--- config.mk ---
export PLATFORM = sky130hd
export DESIGN_NAME = otp_config_ctrl
export DESIGN_NICKNAME = d
export VERILOG_FILES = /design/src/pkg/otp_cfg_pkg.sv /design/src/otp_config_ctrl.sv /design/src/otp_array.sv
export SDC_FILE = /design/constraint.sdc
export NUM_CORES = 1
export LEC_CHECK = 0
export ABC_AREA = 0
export BUFFER_PORTS_ARGS = -buffer_cell sky130_fd_sc_hd__buf_2
export CORE_MARGIN = 2
export CORE_UTILIZATION = 39
export CTS_CLUSTER_DIAMETER = 40
export DETAILED_ROUTE_END_ITERATION = 10
export GPL_ROUTABILITY_DRIVEN = 0
export GPL_TIMING_DRIVEN = 0
export PLACE_DENSITY_LB_ADDON = 0.25
export SLEW_MARGIN = 30
export SYNTH_ARGS = -nofsm -noshare
export SYNTH_HDL_FRONTEND = slang
export SYNTH_SLANG_ARGS = --single-unit
--- constraint.sdc ---
create_clock -name clk -period 4.05 [get_ports clk]
set_input_delay 0 -clock clk [delete_from_list [all_inputs] [get_ports clk]]
set_output_delay 0 -clock clk [all_outputs]
set_load 0.05 [all_outputs]
--- src/pkg/otp_cfg_pkg.sv ---
// constants, field layout and carrier types of the configuration store
// Overview of operation
// - eight one-time-programmable configuration bytes live at addresses 0x00 to 0x07
// - positioning commands ignored when unprogrammed and unloaded, or supply-loss flag set
// - unburned bits read zero; burning turns a bit permanently to one
// - a burn never touches a bit that already holds one
// - one burn command programs exactly one byte; one command per byte
// - factory seal locks bytes 0x00-0x01, user seal locks bytes 0x02-0x07
// - calibration bytes and factory seal are already burned at delivery
// - two-bit resolution selects half, quarter, eighth or sixteenth stepping
// - four-bit run and hold codes map to peak currents 59 mA to 800 mA
// - after motion keep run current for two slow half steps, then hold current
// - each chopper period raise current below target, lower it above target
// - lowering uses slow decay or, for larger excess, fast decay
// - the node answers to a seven-bit identity, up to 128 nodes
// - identity combines four nonvolatile bits with three strap pin levels
// - expansion bit selects how straps and nonvolatile bits form the identity
// - a command with all-nodes select at zero is accepted by every node
// - supply-loss flag set at power-up or dropout, cleared by full-status read
package otp_cfg_pkg;
  localparam int OTP_BYTES = 8;
  localparam int OTP_AW = 3;
  localparam int CUR_W = 4;
  localparam int STEP_W = 2;
  localparam int NODE_W = 7;
  localparam int PA_W = 4;
  localparam int MA_W = 10;
  localparam int COILS = 2;

  localparam logic [OTP_AW-1:0] ADDR_CLOCK_TRIM = 3'h0;
  localparam logic [OTP_AW-1:0] ADDR_BUS_TRIM = 3'h1;
  localparam logic [OTP_AW-1:0] ADDR_NODE_ID = 3'h2;
  localparam logic [OTP_AW-1:0] ADDR_CURRENTS = 3'h3;
  localparam logic [OTP_AW-1:0] ADDR_SPEEDS = 3'h4;
  localparam logic [OTP_AW-1:0] ADDR_FALLBACK_HI = 3'h5;
  localparam logic [OTP_AW-1:0] ADDR_FALLBACK_LO = 3'h6;
  localparam logic [OTP_AW-1:0] ADDR_MODE_SEALS = 3'h7;
  localparam logic [OTP_AW-1:0] FACTORY_LAST = ADDR_BUS_TRIM;

  localparam int ID_EXP_BIT = 7;
  localparam int IRUN_LSB = 4;
  localparam int IHOLD_LSB = 0;
  localparam int STEP_LSB = 2;
  localparam int FSEAL_BIT = 1;
  localparam int USEAL_BIT = 0;
  localparam logic [7:0] FSEAL_MASK = 8'h02;

  localparam int STAT_LOSS_BIT = 0;
  localparam int STAT_HOLD_BIT = 1;
  localparam int STAT_LOADED_BIT = 2;

  localparam logic [1:0] HOLD_HALF_STEPS = 2'h2;
  localparam logic [1:0] HOLD_LAST = HOLD_HALF_STEPS - 2'h1;

  localparam longint CLK_FREQ_HZ = 125_000_000;
  localparam longint CHOP_FREQ_HZ = 20_000;
  localparam logic [MA_W-1:0] FAST_MARGIN_MA = 10'h020;

  localparam logic [MA_W-1:0] PEAK_MA [16] = '{
    10'h03B, 10'h047, 10'h054, 10'h064, 10'h077, 10'h08D, 10'h0A8, 10'h0C8,
    10'h0EE, 10'h11B, 10'h150, 10'h190, 10'h1DC, 10'h236, 10'h2A1, 10'h320
  };

  typedef enum logic [2:0] {
    OP_LOAD_PARAMS,
    OP_BURN_BYTE,
    OP_READ_BACK_NV,
    OP_FULL_STATUS,
    OP_POSITION
  } cmd_op_t;

  typedef enum logic [1:0] {
    SM_HALF,
    SM_QUARTER,
    SM_EIGHTH,
    SM_SIXTEENTH
  } step_mode_t;

  typedef enum logic [1:0] {
    BR_RAISE,
    BR_SLOW_DECAY,
    BR_FAST_DECAY
  } bridge_t;

  typedef struct packed {
    cmd_op_t op;
    logic node_select;
    logic [NODE_W-1:0] node_addr;
    logic [OTP_AW-1:0] addr;
    logic [7:0] data;
  } cmd_t;
endpackage

--- src/otp_config_ctrl.sv ---
// configuration store, node identity, current selection and chopper of the drive
`timescale 1ns/10ps
module otp_config_ctrl #(
  parameter logic [7:0] FACTORY_TRIM_0 = 8'h00,
  parameter logic [7:0] FACTORY_TRIM_1 = 8'h00,
  parameter int CHOP_CYCLES = int'(otp_cfg_pkg::CLK_FREQ_HZ / otp_cfg_pkg::CHOP_FREQ_HZ),
  parameter int COILS = otp_cfg_pkg::COILS
) (
  // clock and reset
  input wire logic clk,
  input wire logic resetn,
  input wire logic clk_en,
  // command port
  input wire logic cmd_valid,
  input wire otp_cfg_pkg::cmd_t cmd,
  output logic cmd_ready_reg,
  output logic rsp_valid_reg,
  output logic [7:0] rsp_data_reg,
  output logic pos_go_reg,
  // strap pins and supply monitor
  input wire logic strap_pin_0,
  input wire logic strap_pin_1,
  input wire logic strap_pin_2,
  input wire logic supply_dropout,
  output logic supply_loss_flag_reg,
  // motion events
  input wire logic motion_start,
  input wire logic motion_end,
  input wire logic half_step_tick,
  // coil current loop
  input wire logic [COILS-1:0][otp_cfg_pkg::MA_W-1:0] coil_meas_ma,
  output otp_cfg_pkg::bridge_t [COILS-1:0] bridge_reg,
  // working configuration
  output logic [otp_cfg_pkg::OTP_BYTES-1:0][7:0] params_reg,
  output logic [otp_cfg_pkg::NODE_W-1:0] node_id_reg,
  output otp_cfg_pkg::step_mode_t step_mode_reg,
  output logic [otp_cfg_pkg::CUR_W-1:0] cur_code_reg
);
  typedef enum logic [1:0] {ST_COPY_REQ, ST_COPY_TAKE, ST_IDLE, ST_READ_WAIT} ctrl_state_t;
  typedef enum logic [1:0] {HS_RUN, HS_SETTLE, HS_HOLD} hold_state_t;

  localparam int CHOP_W = $clog2(CHOP_CYCLES);

  if (CHOP_CYCLES < 2) begin : g_bad_chop
    $error("otp_config_ctrl: chopper period must span at least two cycles");
  end
  if (COILS < 1) begin : g_bad_coils
    $error("otp_config_ctrl: at least one coil is needed");
  end

  ctrl_state_t state_reg, state_next;
  logic [otp_cfg_pkg::OTP_AW-1:0] copy_idx_reg, copy_idx_next;
  logic [otp_cfg_pkg::OTP_AW-1:0] rd_addr;
  logic [7:0] rd_data;
  logic factory_seal, user_seal;
  logic burn_en;
  logic loaded_reg, loaded_next;
  logic cmd_ready_next, rsp_valid_next, pos_go_next, loss_next;
  logic [7:0] rsp_data_next;
  logic [otp_cfg_pkg::OTP_BYTES-1:0][7:0] params_next;
  logic take, addressed, pos_allowed, status_take;
  logic [otp_cfg_pkg::NODE_W-1:0] node_id_next;
  logic [otp_cfg_pkg::PA_W-1:0] pa;
  logic id_exp;
  hold_state_t hold_state_reg, hold_state_next;
  logic [1:0] hold_cnt_reg, hold_cnt_next;
  logic [otp_cfg_pkg::CUR_W-1:0] cur_code_next, irun, ihold;
  otp_cfg_pkg::step_mode_t step_mode_next;
  logic [CHOP_W-1:0] chop_cnt_reg, chop_cnt_next;
  logic chop_tick_reg, chop_tick_next;
  logic [otp_cfg_pkg::MA_W-1:0] target_ma;

  otp_array #(
    .BYTES(otp_cfg_pkg::OTP_BYTES),
    .FACTORY_TRIM_0(FACTORY_TRIM_0),
    .FACTORY_TRIM_1(FACTORY_TRIM_1)
  ) u_otp (
    .clk(clk),
    .resetn(resetn),
    .clk_en(clk_en),
    .burn_en(burn_en),
    .burn_addr(cmd.addr),
    .burn_bits(cmd.data),
    .rd_addr(rd_addr),
    .rd_data_reg(rd_data),
    .factory_seal(factory_seal),
    .user_seal(user_seal)
  );

  assign pa = params_reg[otp_cfg_pkg::ADDR_NODE_ID][otp_cfg_pkg::PA_W-1:0];
  assign id_exp = params_reg[otp_cfg_pkg::ADDR_NODE_ID][otp_cfg_pkg::ID_EXP_BIT];
  assign irun = params_reg[otp_cfg_pkg::ADDR_CURRENTS][otp_cfg_pkg::IRUN_LSB +: otp_cfg_pkg::CUR_W];
  assign ihold = params_reg[otp_cfg_pkg::ADDR_CURRENTS][otp_cfg_pkg::IHOLD_LSB +: otp_cfg_pkg::CUR_W];

  // command decode and working memory
  always_comb begin
    addressed = !cmd.node_select || (cmd.node_addr == node_id_reg);
    take = cmd_valid && cmd_ready_reg && addressed;
    status_take = take && (cmd.op == otp_cfg_pkg::OP_FULL_STATUS);
    // the seal bit stands for a finished nonvolatile programming run
    pos_allowed = !supply_loss_flag_reg && (user_seal || loaded_reg);
    state_next = state_reg;
    copy_idx_next = copy_idx_reg;
    params_next = params_reg;
    loaded_next = loaded_reg;
    rd_addr = copy_idx_reg;
    burn_en = 1'b0;
    rsp_valid_next = 1'b0;
    rsp_data_next = rsp_data_reg;
    pos_go_next = 1'b0;
    unique case (state_reg)
      ST_COPY_REQ: begin
        state_next = ST_COPY_TAKE;
      end
      ST_COPY_TAKE: begin
        params_next[copy_idx_reg] = rd_data;
        copy_idx_next = copy_idx_reg + 3'h1;
        state_next = (copy_idx_reg == otp_cfg_pkg::ADDR_MODE_SEALS) ? ST_IDLE : ST_COPY_REQ;
      end
      ST_IDLE: begin
        rd_addr = cmd.addr;
        if (take) begin
          unique case (cmd.op)
            otp_cfg_pkg::OP_LOAD_PARAMS: begin
              // only working memory changes; burned cells stay as they are
              params_next[cmd.addr] = cmd.data;
              loaded_next = 1'b1;
            end
            otp_cfg_pkg::OP_BURN_BYTE: begin
              burn_en = 1'b1;
            end
            otp_cfg_pkg::OP_READ_BACK_NV: begin
              state_next = ST_READ_WAIT;
            end
            otp_cfg_pkg::OP_FULL_STATUS: begin
              rsp_valid_next = 1'b1;
              rsp_data_next = 8'h00;
              rsp_data_next[otp_cfg_pkg::STAT_LOSS_BIT] = supply_loss_flag_reg;
              rsp_data_next[otp_cfg_pkg::STAT_HOLD_BIT] = (hold_state_reg == HS_HOLD);
              rsp_data_next[otp_cfg_pkg::STAT_LOADED_BIT] = loaded_reg;
            end
            otp_cfg_pkg::OP_POSITION: begin
              pos_go_next = pos_allowed;
            end
            default: begin
            end
          endcase
        end
      end
      ST_READ_WAIT: begin
        rsp_valid_next = 1'b1;
        rsp_data_next = rd_data;
        state_next = ST_IDLE;
      end
    endcase
    cmd_ready_next = (state_next == ST_IDLE);
    // a dropout in the clearing cycle still leaves the flag set
    loss_next = supply_dropout || (supply_loss_flag_reg && !status_take);
  end

  always_ff @(posedge clk or negedge resetn) begin
    if (!resetn) begin
      state_reg <= ST_COPY_REQ;
      copy_idx_reg <= otp_cfg_pkg::ADDR_CLOCK_TRIM;
      params_reg <= '0;
      loaded_reg <= 1'b0;
      cmd_ready_reg <= 1'b0;
      rsp_valid_reg <= 1'b0;
      rsp_data_reg <= 8'h00;
      pos_go_reg <= 1'b0;
      supply_loss_flag_reg <= 1'b1;
    end else if (clk_en) begin
      state_reg <= state_next;
      copy_idx_reg <= copy_idx_next;
      params_reg <= params_next;
      loaded_reg <= loaded_next;
      cmd_ready_reg <= cmd_ready_next;
      rsp_valid_reg <= rsp_valid_next;
      rsp_data_reg <= rsp_data_next;
      pos_go_reg <= pos_go_next;
      supply_loss_flag_reg <= loss_next;
    end
  end

  // identity, resolution and run/hold current
  always_comb begin
    if (id_exp) begin
      node_id_next = {pa[0], strap_pin_0, strap_pin_1, strap_pin_2, pa[3:1]};
    end else begin
      node_id_next = {strap_pin_0, strap_pin_1, strap_pin_2, pa};
    end
    step_mode_next = otp_cfg_pkg::step_mode_t'(
      params_reg[otp_cfg_pkg::ADDR_MODE_SEALS][otp_cfg_pkg::STEP_LSB +: otp_cfg_pkg::STEP_W]);
    hold_state_next = hold_state_reg;
    hold_cnt_next = hold_cnt_reg;
    unique case (hold_state_reg)
      HS_RUN, HS_HOLD: begin
        if (motion_end) begin
          hold_state_next = HS_SETTLE;
          hold_cnt_next = 2'h0;
        end
      end
      HS_SETTLE: begin
        // ticks come at minimum speed; run current stays frozen meanwhile
        if (half_step_tick) begin
          hold_cnt_next = hold_cnt_reg + 2'h1;
          if (hold_cnt_reg == otp_cfg_pkg::HOLD_LAST) begin
            hold_state_next = HS_HOLD;
          end
        end
      end
    endcase
    if (motion_start) begin
      hold_state_next = HS_RUN;
    end
    cur_code_next = (hold_state_reg == HS_HOLD) ? ihold : irun;
  end

  always_ff @(posedge clk or negedge resetn) begin
    if (!resetn) begin
      node_id_reg <= '0;
      step_mode_reg <= otp_cfg_pkg::SM_HALF;
      hold_state_reg <= HS_HOLD;
      hold_cnt_reg <= 2'h0;
      cur_code_reg <= '0;
    end else if (clk_en) begin
      node_id_reg <= node_id_next;
      step_mode_reg <= step_mode_next;
      hold_state_reg <= hold_state_next;
      hold_cnt_reg <= hold_cnt_next;
      cur_code_reg <= cur_code_next;
    end
  end

  // fixed-frequency chopper
  assign target_ma = otp_cfg_pkg::PEAK_MA[cur_code_reg];

  always_comb begin
    chop_tick_next = (chop_cnt_reg == CHOP_W'(CHOP_CYCLES - 1));
    chop_cnt_next = chop_tick_next ? '0 : chop_cnt_reg + CHOP_W'(1);
  end

  always_ff @(posedge clk or negedge resetn) begin
    if (!resetn) begin
      chop_cnt_reg <= '0;
      chop_tick_reg <= 1'b0;
    end else if (clk_en) begin
      chop_cnt_reg <= chop_cnt_next;
      chop_tick_reg <= chop_tick_next;
    end
  end

  for (genvar c = 0; c < COILS; c++) begin : g_coil
    otp_cfg_pkg::bridge_t br_next;
    logic [otp_cfg_pkg::MA_W:0] excess;
    always_comb begin
      excess = {1'b0, coil_meas_ma[c]} - {1'b0, target_ma};
      br_next = bridge_reg[c];
      if (chop_tick_reg) begin
        if (coil_meas_ma[c] < target_ma) begin
          br_next = otp_cfg_pkg::BR_RAISE;
        end else if (excess > {1'b0, otp_cfg_pkg::FAST_MARGIN_MA}) begin
          // fast decay only for a large overshoot; it ripples more
          br_next = otp_cfg_pkg::BR_FAST_DECAY;
        end else begin
          br_next = otp_cfg_pkg::BR_SLOW_DECAY;
        end
      end
    end
    always_ff @(posedge clk or negedge resetn) begin
      if (!resetn) begin
        bridge_reg[c] <= otp_cfg_pkg::BR_SLOW_DECAY;
      end else if (clk_en) begin
        bridge_reg[c] <= br_next;
      end
    end

  end
endmodule

--- src/otp_array.sv ---
// one-time-programmable byte array with burn port and registered read
`timescale 1ns/10ps
module otp_array #(
  parameter int BYTES = otp_cfg_pkg::OTP_BYTES,
  parameter logic [7:0] FACTORY_TRIM_0 = 8'h00,
  parameter logic [7:0] FACTORY_TRIM_1 = 8'h00
) (
  // clock and reset
  input wire logic clk,
  input wire logic resetn,
  input wire logic clk_en,
  // burn port
  input wire logic burn_en,
  input wire logic [otp_cfg_pkg::OTP_AW-1:0] burn_addr,
  input wire logic [7:0] burn_bits,
  // read port
  input wire logic [otp_cfg_pkg::OTP_AW-1:0] rd_addr,
  output logic [7:0] rd_data_reg,
  // seal state
  output logic factory_seal,
  output logic user_seal
);
  logic [7:0] cell_reg [BYTES];
  logic [7:0] cell_next [BYTES];
  logic [7:0] rd_data_next;
  logic [7:0] burn_old;
  logic burn_sealed;

  if (BYTES != otp_cfg_pkg::OTP_BYTES) begin : g_bad_size
    $error("otp_array: the field layout needs exactly eight bytes");
  end

  assign factory_seal = cell_reg[otp_cfg_pkg::ADDR_MODE_SEALS][otp_cfg_pkg::FSEAL_BIT];
  assign user_seal = cell_reg[otp_cfg_pkg::ADDR_MODE_SEALS][otp_cfg_pkg::USEAL_BIT];
  assign burn_old = cell_reg[burn_addr];

  always_comb begin
    burn_sealed = (burn_addr <= otp_cfg_pkg::FACTORY_LAST) ? factory_seal : user_seal;
    cell_next = cell_reg;
    if (burn_en && !burn_sealed) begin
      // or-ing means a bit already at one is never pulsed again
      cell_next[burn_addr] = burn_old | burn_bits;
    end
    rd_data_next = cell_reg[rd_addr];
  end

  for (genvar i = 0; i < BYTES; i++) begin : g_cell
    localparam logic [7:0] INIT = (i == int'(otp_cfg_pkg::ADDR_CLOCK_TRIM)) ? FACTORY_TRIM_0 :
                                  (i == int'(otp_cfg_pkg::ADDR_BUS_TRIM)) ? FACTORY_TRIM_1 :
                                  (i == int'(otp_cfg_pkg::ADDR_MODE_SEALS)) ? otp_cfg_pkg::FSEAL_MASK : 8'h00;
    always_ff @(posedge clk or negedge resetn) begin
      if (!resetn) begin
        cell_reg[i] <= INIT;
      end else if (clk_en) begin
        cell_reg[i] <= cell_next[i];
      end
    end
  end

  always_ff @(posedge clk or negedge resetn) begin
    if (!resetn) begin
      rd_data_reg <= 8'h00;
    end else if (clk_en) begin
      rd_data_reg <= rd_data_next;
    end
  end
endmodule

### Word level (Yosys, flattened, before mapping)

Memory sizes are Yosys's and may differ from the RTL's.
Cells that the tools add are included.
Widths: inputs -> output; s select.

* add/subtract/negate cells: 5
* order comparisons: 13
* eq/ne operators: 22
* mux-type cells: 53
* bitwise logic cells: 4
* reduce and logical (&&, ||, !) cells: 30

Operator list (count)
* $bwmux 64: 3
* $mux 64: 2
* $pmux 64 s2: 1
* $demux 8 s3: 3
* $mux 8: 9
* $bmux 8 s3: 2
* $mux 2: 13
* $gt 11x6->1 const B: 2
* $sub 10x10->11: 2
* $lt 10x10->1: 2
* $mux 10: 2
* $pmux 8 s2: 1
* $reduce_and 4->1: 4
* $add 13x1->13 const B: 1
* $eq 13x13->1 const B: 1
* $mux 13: 1
* $ne 2x2->1 const B: 5
* $logic_and 1x1->1: 9
* $mux 1: 9
* $ne 3x3->1 const B: 3
* $eq 2x2->1 const B: 4
* $ge 4x4->1 const B: 2
* $lt 3x4->1 const B: 2
* $not 3->4: 2
* 27 further kinds: 42

* register bits: 189
* ROM bits: 160
* input bits: 53
* output and inout bits: 93
* word-level logic and storage cells: 162
* memories kept: 1

Memory list
* (no name shown): words 16, width 10, rd ports 1, clocked after memory_dff 0, wr ports 0, RTL line otp_config_ctrl.sv:236 `assign target_ma = otp_cfg_pkg::PEAK_MA[cur_code_reg];`

### Depth between registers and ports, before layout

* depth in word-level cells: 8
* mapped depth: 16
* depth with buffers taken out: 15

### Hierarchy

From an unflattened synthesis, not the netlist that was laid out.

* cells, all modules: 1021
* area total of the unflattened synthesis: 10960.5 µm²

By module, submodules not included
* otp_config_ctrl: instances 1, cells each 752, area each 7196.9 µm², seq. area each 2932.8 µm²
* otp_array: instances 1, cells each 269, area each 3763.6 µm², seq. area each 1803.0 µm²

### Worst setup path before layout

OpenSTA, ideal clock, no wires.

* path type: reg-to-reg
* from: register cur_code_reg[2] in the netlist's numbering
* to: register bridge_reg[3] in the netlist's numbering
* setup time: 0.144 ns
* data arrival time: 3.422 ns
* required time: 3.906 ns
* path slack: 0.484 ns
* stages on the path, launching flop included: 16
* buffers on the path: 4
* clock period less this slack: 3.566 ns
* cells stage by stage: dfrtp_1 -> buf_4 -> buf_4 -> clkbuf_1 -> mux2i_1 -> a21oi_1 -> ha_1 -> clkbuf_1 -> a21o_1 -> a21o_1 -> a21oi_1 -> a221oi_1 -> o21ai_0 -> a21o_1 -> a311oi_1 -> a41oi_1

* word-level cells in the longest chain between the ends: 8
* elaborated cells on any way between the ends: 9
* those cells by class: add/sub (1); order compare (2); mux (4); bitwise (1); memory (1)

Ends and longest elaborated chain
* start, declared: RTL line otp_config_ctrl.sv:37 `output logic [otp_cfg_pkg::CUR_W-1:0] cur_code_reg`
* start signal, assigned: RTL line otp_config_ctrl.sv:231 `cur_code_reg <= cur_code_next;`
* $not 4->5 (implied by the code) *: RTL line otp_config_ctrl.sv:236
* $mem_v2 16x10 *
* $mux 10 (implied by the code) * (2 in a row): RTL line otp_config_ctrl.sv:236
* $sub 10x10->11: RTL line otp_config_ctrl.sv:257 `excess = {1'b0, coil_meas_ma[c]} - {1'b0, target_ma};`
* $gt 11x6->1: RTL line otp_config_ctrl.sv:262 `end else if (excess > {1'b0, otp_cfg_pkg::FAST_MARGIN_MA}) begin`
* $mux 2: RTL line otp_config_ctrl.sv:262
* $mux 2 *: RTL line otp_config_ctrl.sv:260 `if (coil_meas_ma[c] < target_ma) begin`
* end signal, assigned by index: RTL line otp_config_ctrl.sv:272 `bridge_reg[c] <= otp_cfg_pkg::BR_SLOW_DECAY;`
* end signal, assigned by index: RTL line otp_config_ctrl.sv:274 `bridge_reg[c] <= br_next;`
* end, declared: RTL line otp_config_ctrl.sv:32 `output otp_cfg_pkg::bridge_t [COILS-1:0] bridge_reg,`

Mark *: on every way between the ends. The rest lies on a longest branch, timed or not. The select of a mux whose other input is x is not followed.
A chain may end at the register's enable or synchronous reset.

### Final worst setup path

* from: register cur_code_reg[2] in the netlist's numbering
* to: register bridge_reg[1] in the netlist's numbering

Same word-level chain as after synthesis.

==> metrics list <==
- Registers take 0.00474 mm^2.
* Hold/Removal Path Class: input port to flop
* Slew at the pin closest to its max-slew limit: 1050 ps
- Counting flops with an async set or reset pin after synthesis yields a share of 100%.
* Fmax: 271 MHz
- Critical path endpoint category: flop
* Clock slew at reported path FFs: 70 ps
- Worst setup slack after layout: 365 ps
- Worst rel slew slack: 29.4%
* Data required time of the worst path: 4360 ps
- First-pass GRT wire length: 52300 um
- From left edge to right edge, the die measures 172 um.
* Count of endpoints failing hold in the final timing report: 0
- Setup repair after global routing left no endpoint under its margin.
- All-Layer GR Usage: 23.3%
* Prevailing post-synth register cell: dfrtp_1
- Total global routing overflow: 0
* Count of non-filler cells in the finished layout: 1633
- In the routed design, unresolved DRC markers number 0.
* Number of CTS-inserted buffers: 17
* Number of instances in the synthesized netlist: 1058
* Crit path launch: cur_code_reg[2]$_DFFE_PN0P_
- Site row count: 61
* Critical Path Start Type: flop
* Total inserted antenna cells: 0
* Count of routing violations after the opening detailed-route iteration: 716
- Die footprint: 0.0294 mm^2
- A synthesized cell averages 10.3 um^2.
- Of the total synthesized cell area, the portion taken by AND, OR, NAND and NOR gates is 13.6%.
* Net count after synthesis: 1137
- Measured against the total synthesized area, the mux share comes to 18.1%.
* Buffer levels on the longest clock path: 2
- Fraction of met1 tracks used by global routing: 32.9%
* Most Crowded Layer GR: met2
- Dominant combinational cell family by area after synthesis: multiplexers
* Post-synthesis to final-layout area growth: 19.3%
- Yosys mapped a number of flops with a built-in enable equal to 0.
* Top-area cell type share of the netlist area: 42.1%
* Adder-cell area share of the yosys netlist: 2.97%
- Synthesized flop and latch total: 189
- The detail route stage leaves a number of antenna-violating nets equal to 0.
* Synth area leaders: dfrtp_1 (42%), mux2_2 (11%), mux4_2 (3.7%)
- Prior to clock tree synthesis, the placed netlist has a worst setup slack of 117 ps.
- The worst register-to-register path has a setup slack of 370 ps.
- Cells fill 47.1% of the core in the end.
* Port buffer count: 142
- Area of all placed cells without fillers: 0.0131 mm^2
* Core ar.: 0.0277 mm^2
- Once the floorplan was initialized, standard cells occupied 39.5% of the core.
- Count of different cell masters after synthesis: 81
- After the last flow step, the layout net total stands at 1321.
- In this run the power density over the cells is 611 mW/mm^2.
* Share of post-route cells with drive strength above 1: 28.2%
* Min-Delay Startpoint: cmd[21]
* Top cell type by total area after synthesis: dfrtp_1
- Summed over all cells, the static leakage comes to 0.00595 uW.
- Max-cap violations in this run came to 0.
- The number of slew-limit violations in the final report came to 0.
- The synthesized netlist occupies a cell area of 0.0109 mm^2.
* Routed length per instance: 21.0 um
- The routed layout has 9506 vias.
- For the finished layout, the period the worst path requires is 3680 ps.
* Via count of the first global-routing pass: 8988
- Share of synthesized area occupied by flip-flops and latches: 43.3%
- The final layout contains routed wiring with a total length of 34300 um.
- Data arrives at the worst endpoint at 3990 ps.
* IO Count: 146
- The register with the most flip-flops in the layout has 64 of them.
* Pin count of the biggest net entering global routing: 70
* Post-synthesis share of cell area spent on xor and xnor gates: 2.24%
* Kind of critical path: flop to flop
- For this run, global-route usage on met3 was measured as 4.37%.
- Critical-path maximum fanout: 10
* CTS root buffer: clkbuf_16
* Peak supply drop: 0.462 mV
- The worst register-to-register path begins at cur_code_reg[2]$_DFFE_PN0P_.
- Placement-stage cell area: 0.0122 mm^2
- Detailed placement finished with a half-perimeter wire length of 24800 um.
- After detailed routing, the number of vias per cell comes to 5.82.
- Number of fill cells in the layout: 2625
- Setup violations remaining at the end of the flow were counted as 0.
- The first detailed-routing pass took 5 iterations.
- Post-route clock period utilization: 91.0%
* TritonCTS clock tree: yes
* Synth Warn #: 0
- Initial antenna violation count: 0
- In this run the post-CTS setup repair buffer count came out at 0.
- Summing the areas of all compound-gate instances in the mapped netlist gives 17.1% of the synthesized area.
- From bottom edge to top edge, the die measures 172 um.
- The run finished with clean final reports.
* Maximum level of the CTS H-tree: 4
* Clock Skew: 14.1 ps
- Area used by multi-input combinational logic: 0.00593 mm^2
- Number of placed instances, taps included: 1580
* Total power: 7990 uW
- M2 GR Usage: 36.4%
- Clock latency on the worst-skew pair, taken at its later pin, is 440 ps.
- The clock drives 189 sinks.
==> metrics by stage <==
step                      setup TNS [ps]  hold slack [ps]
after floorplan                        0             -296
after global placement            -42250              207
after detailed placement               0            -47.6
after CTS                              0            0.757
after global routing                   0             35.9
final                                  0             34.6
==> final cells by class <==
type                    instances  share of cell area, %
multi-input cells             797                   45.4
flip-flops and latches        189                   36.3
repair buffers                166                   7.61
well taps                     378                   3.62
clock buffers                  19                   3.39
plain buffers                  54                   1.85
clock inverters                13                   1.34
inverters                      17                  0.489
==> worst max-delay path: stages (launching register included) <==
cell	delay (ps)
dfrtp_1	470
buf_4	210
buf_4	170
clkbuf_2	210
nor2b_1	140
a211oi_1	60
a21oi_1	250
ha_1	240
inv_1	60
ha_1	190
a221oi_2	320
a31oi_1	100
or3_1	320
a221oi_1	250
o21ai_0	160
a32oi_1	270
a21oi_1	110
==> what timing repair did <==
item,CTS,global route
hold buffers,21,0
resized for setup,0,6
endpoints found under the hold margin,203,0
endpoints found under the setup margin,0,4
==> cell usage after synthesis, types with 6 or more instances <==
| cell type | count |
|---|---|
| a211oi_1 | 6 |
| a21o_1 | 10 |
| a21oi_1 | 63 |
| a221oi_1 | 7 |
| a22oi_1 | 13 |
| a31oi_1 | 31 |
| and2_1 | 9 |
| and3_1 | 10 |
| buf_1 | 8 |
| buf_2 | 14 |
| clkbuf_1 | 28 |
| dfrtp_1 | 184 |
| ha_1 | 26 |
| inv_1 | 16 |
| mux2_2 | 105 |
| mux2i_1 | 36 |
| mux4_2 | 18 |
| nand2_1 | 68 |
| nand2b_1 | 14 |
| nand3_1 | 18 |
| nand3b_1 | 12 |
| nand4_1 | 14 |
| nor2_1 | 97 |
| nor2_2 | 7 |
| nor2b_1 | 13 |
| nor3_1 | 7 |
| o211ai_1 | 8 |
| o21ai_0 | 34 |
| o22ai_1 | 57 |
| o2bb2ai_1 | 10 |
| o31ai_1 | 8 |
| xnor2_1 | 22 |
| xor2_1 | 6 |
==> path summary, 6_finish.rpt <==
path | to | cells past startpoint
min in group asynchronous | hold_state_reg[0]$_DFFE_PN0P_ | 2
max reg2reg | bridge_reg[1]$_DFFE_PN0P_ | 16
min | pos_go_reg$_DFFE_PN0P_ | 4
min reg2reg | hold_cnt_reg[1]$_DFFE_PN0P_ | 2
max in group asynchronous | u_otp.factory_seal$_DFFE_PN1P_ | 3
max | bridge_reg[1]$_DFFE_PN0P_ | 16
==> metal layers <==
layer,wire (um),vias to the layer above,part of all wire [%]
li1,-,4362,-
met1,15600,4688,46
met2,15400,406,45
met3,2410,50,7.0
met4,803,0,2.3
met5,0,-,0
==> where the power goes <==
part	leakage [uW]	total (uW)	internal (uW)	switching [uW]
Combinational	0.00311	3700	1170	2530
Clock	0.000304	1780	958	826
Sequential	0.00254	2500	2200	294
Total	0.00595	7990	4330	3650
==> cell families (layout without fill, tap and decap cells) <==
| logic type | count (synthesis) | count (layout) |
|---|---|---|
| simple gates | 297 | 297 |
| compound gates | 285 | 285 |
| flops | 189 | 189 |
| mux | 161 | 161 |
| buf+inv | 72 | 269 |
| xor+xnor | 28 | 28 |
| fa+ha+maj | 26 | 26 |
==> placed cells by master, fill, tap and decap left out, types with 12 or more instances in the layout <==
cell / instances
a21oi_1: 61
a22oi_1: 13
a31oi_1: 30
buf_2: 155
clkbuf_1: 27
clkbuf_16: 17
dfrtp_1: 183
dlygate4sd3_1: 21
ha_1: 26
inv_1: 16
mux2_2: 105
mux2i_1: 34
mux4_2: 18
nand2_1: 68
nand2b_1: 14
nand3_1: 18
nand3b_1: 12
nand4_1: 14
nor2_1: 97
nor2b_1: 13
o21ai_0: 34
o22ai_1: 57
xnor2_1: 22
No activity file was read; power rests on OpenSTA's default activity.
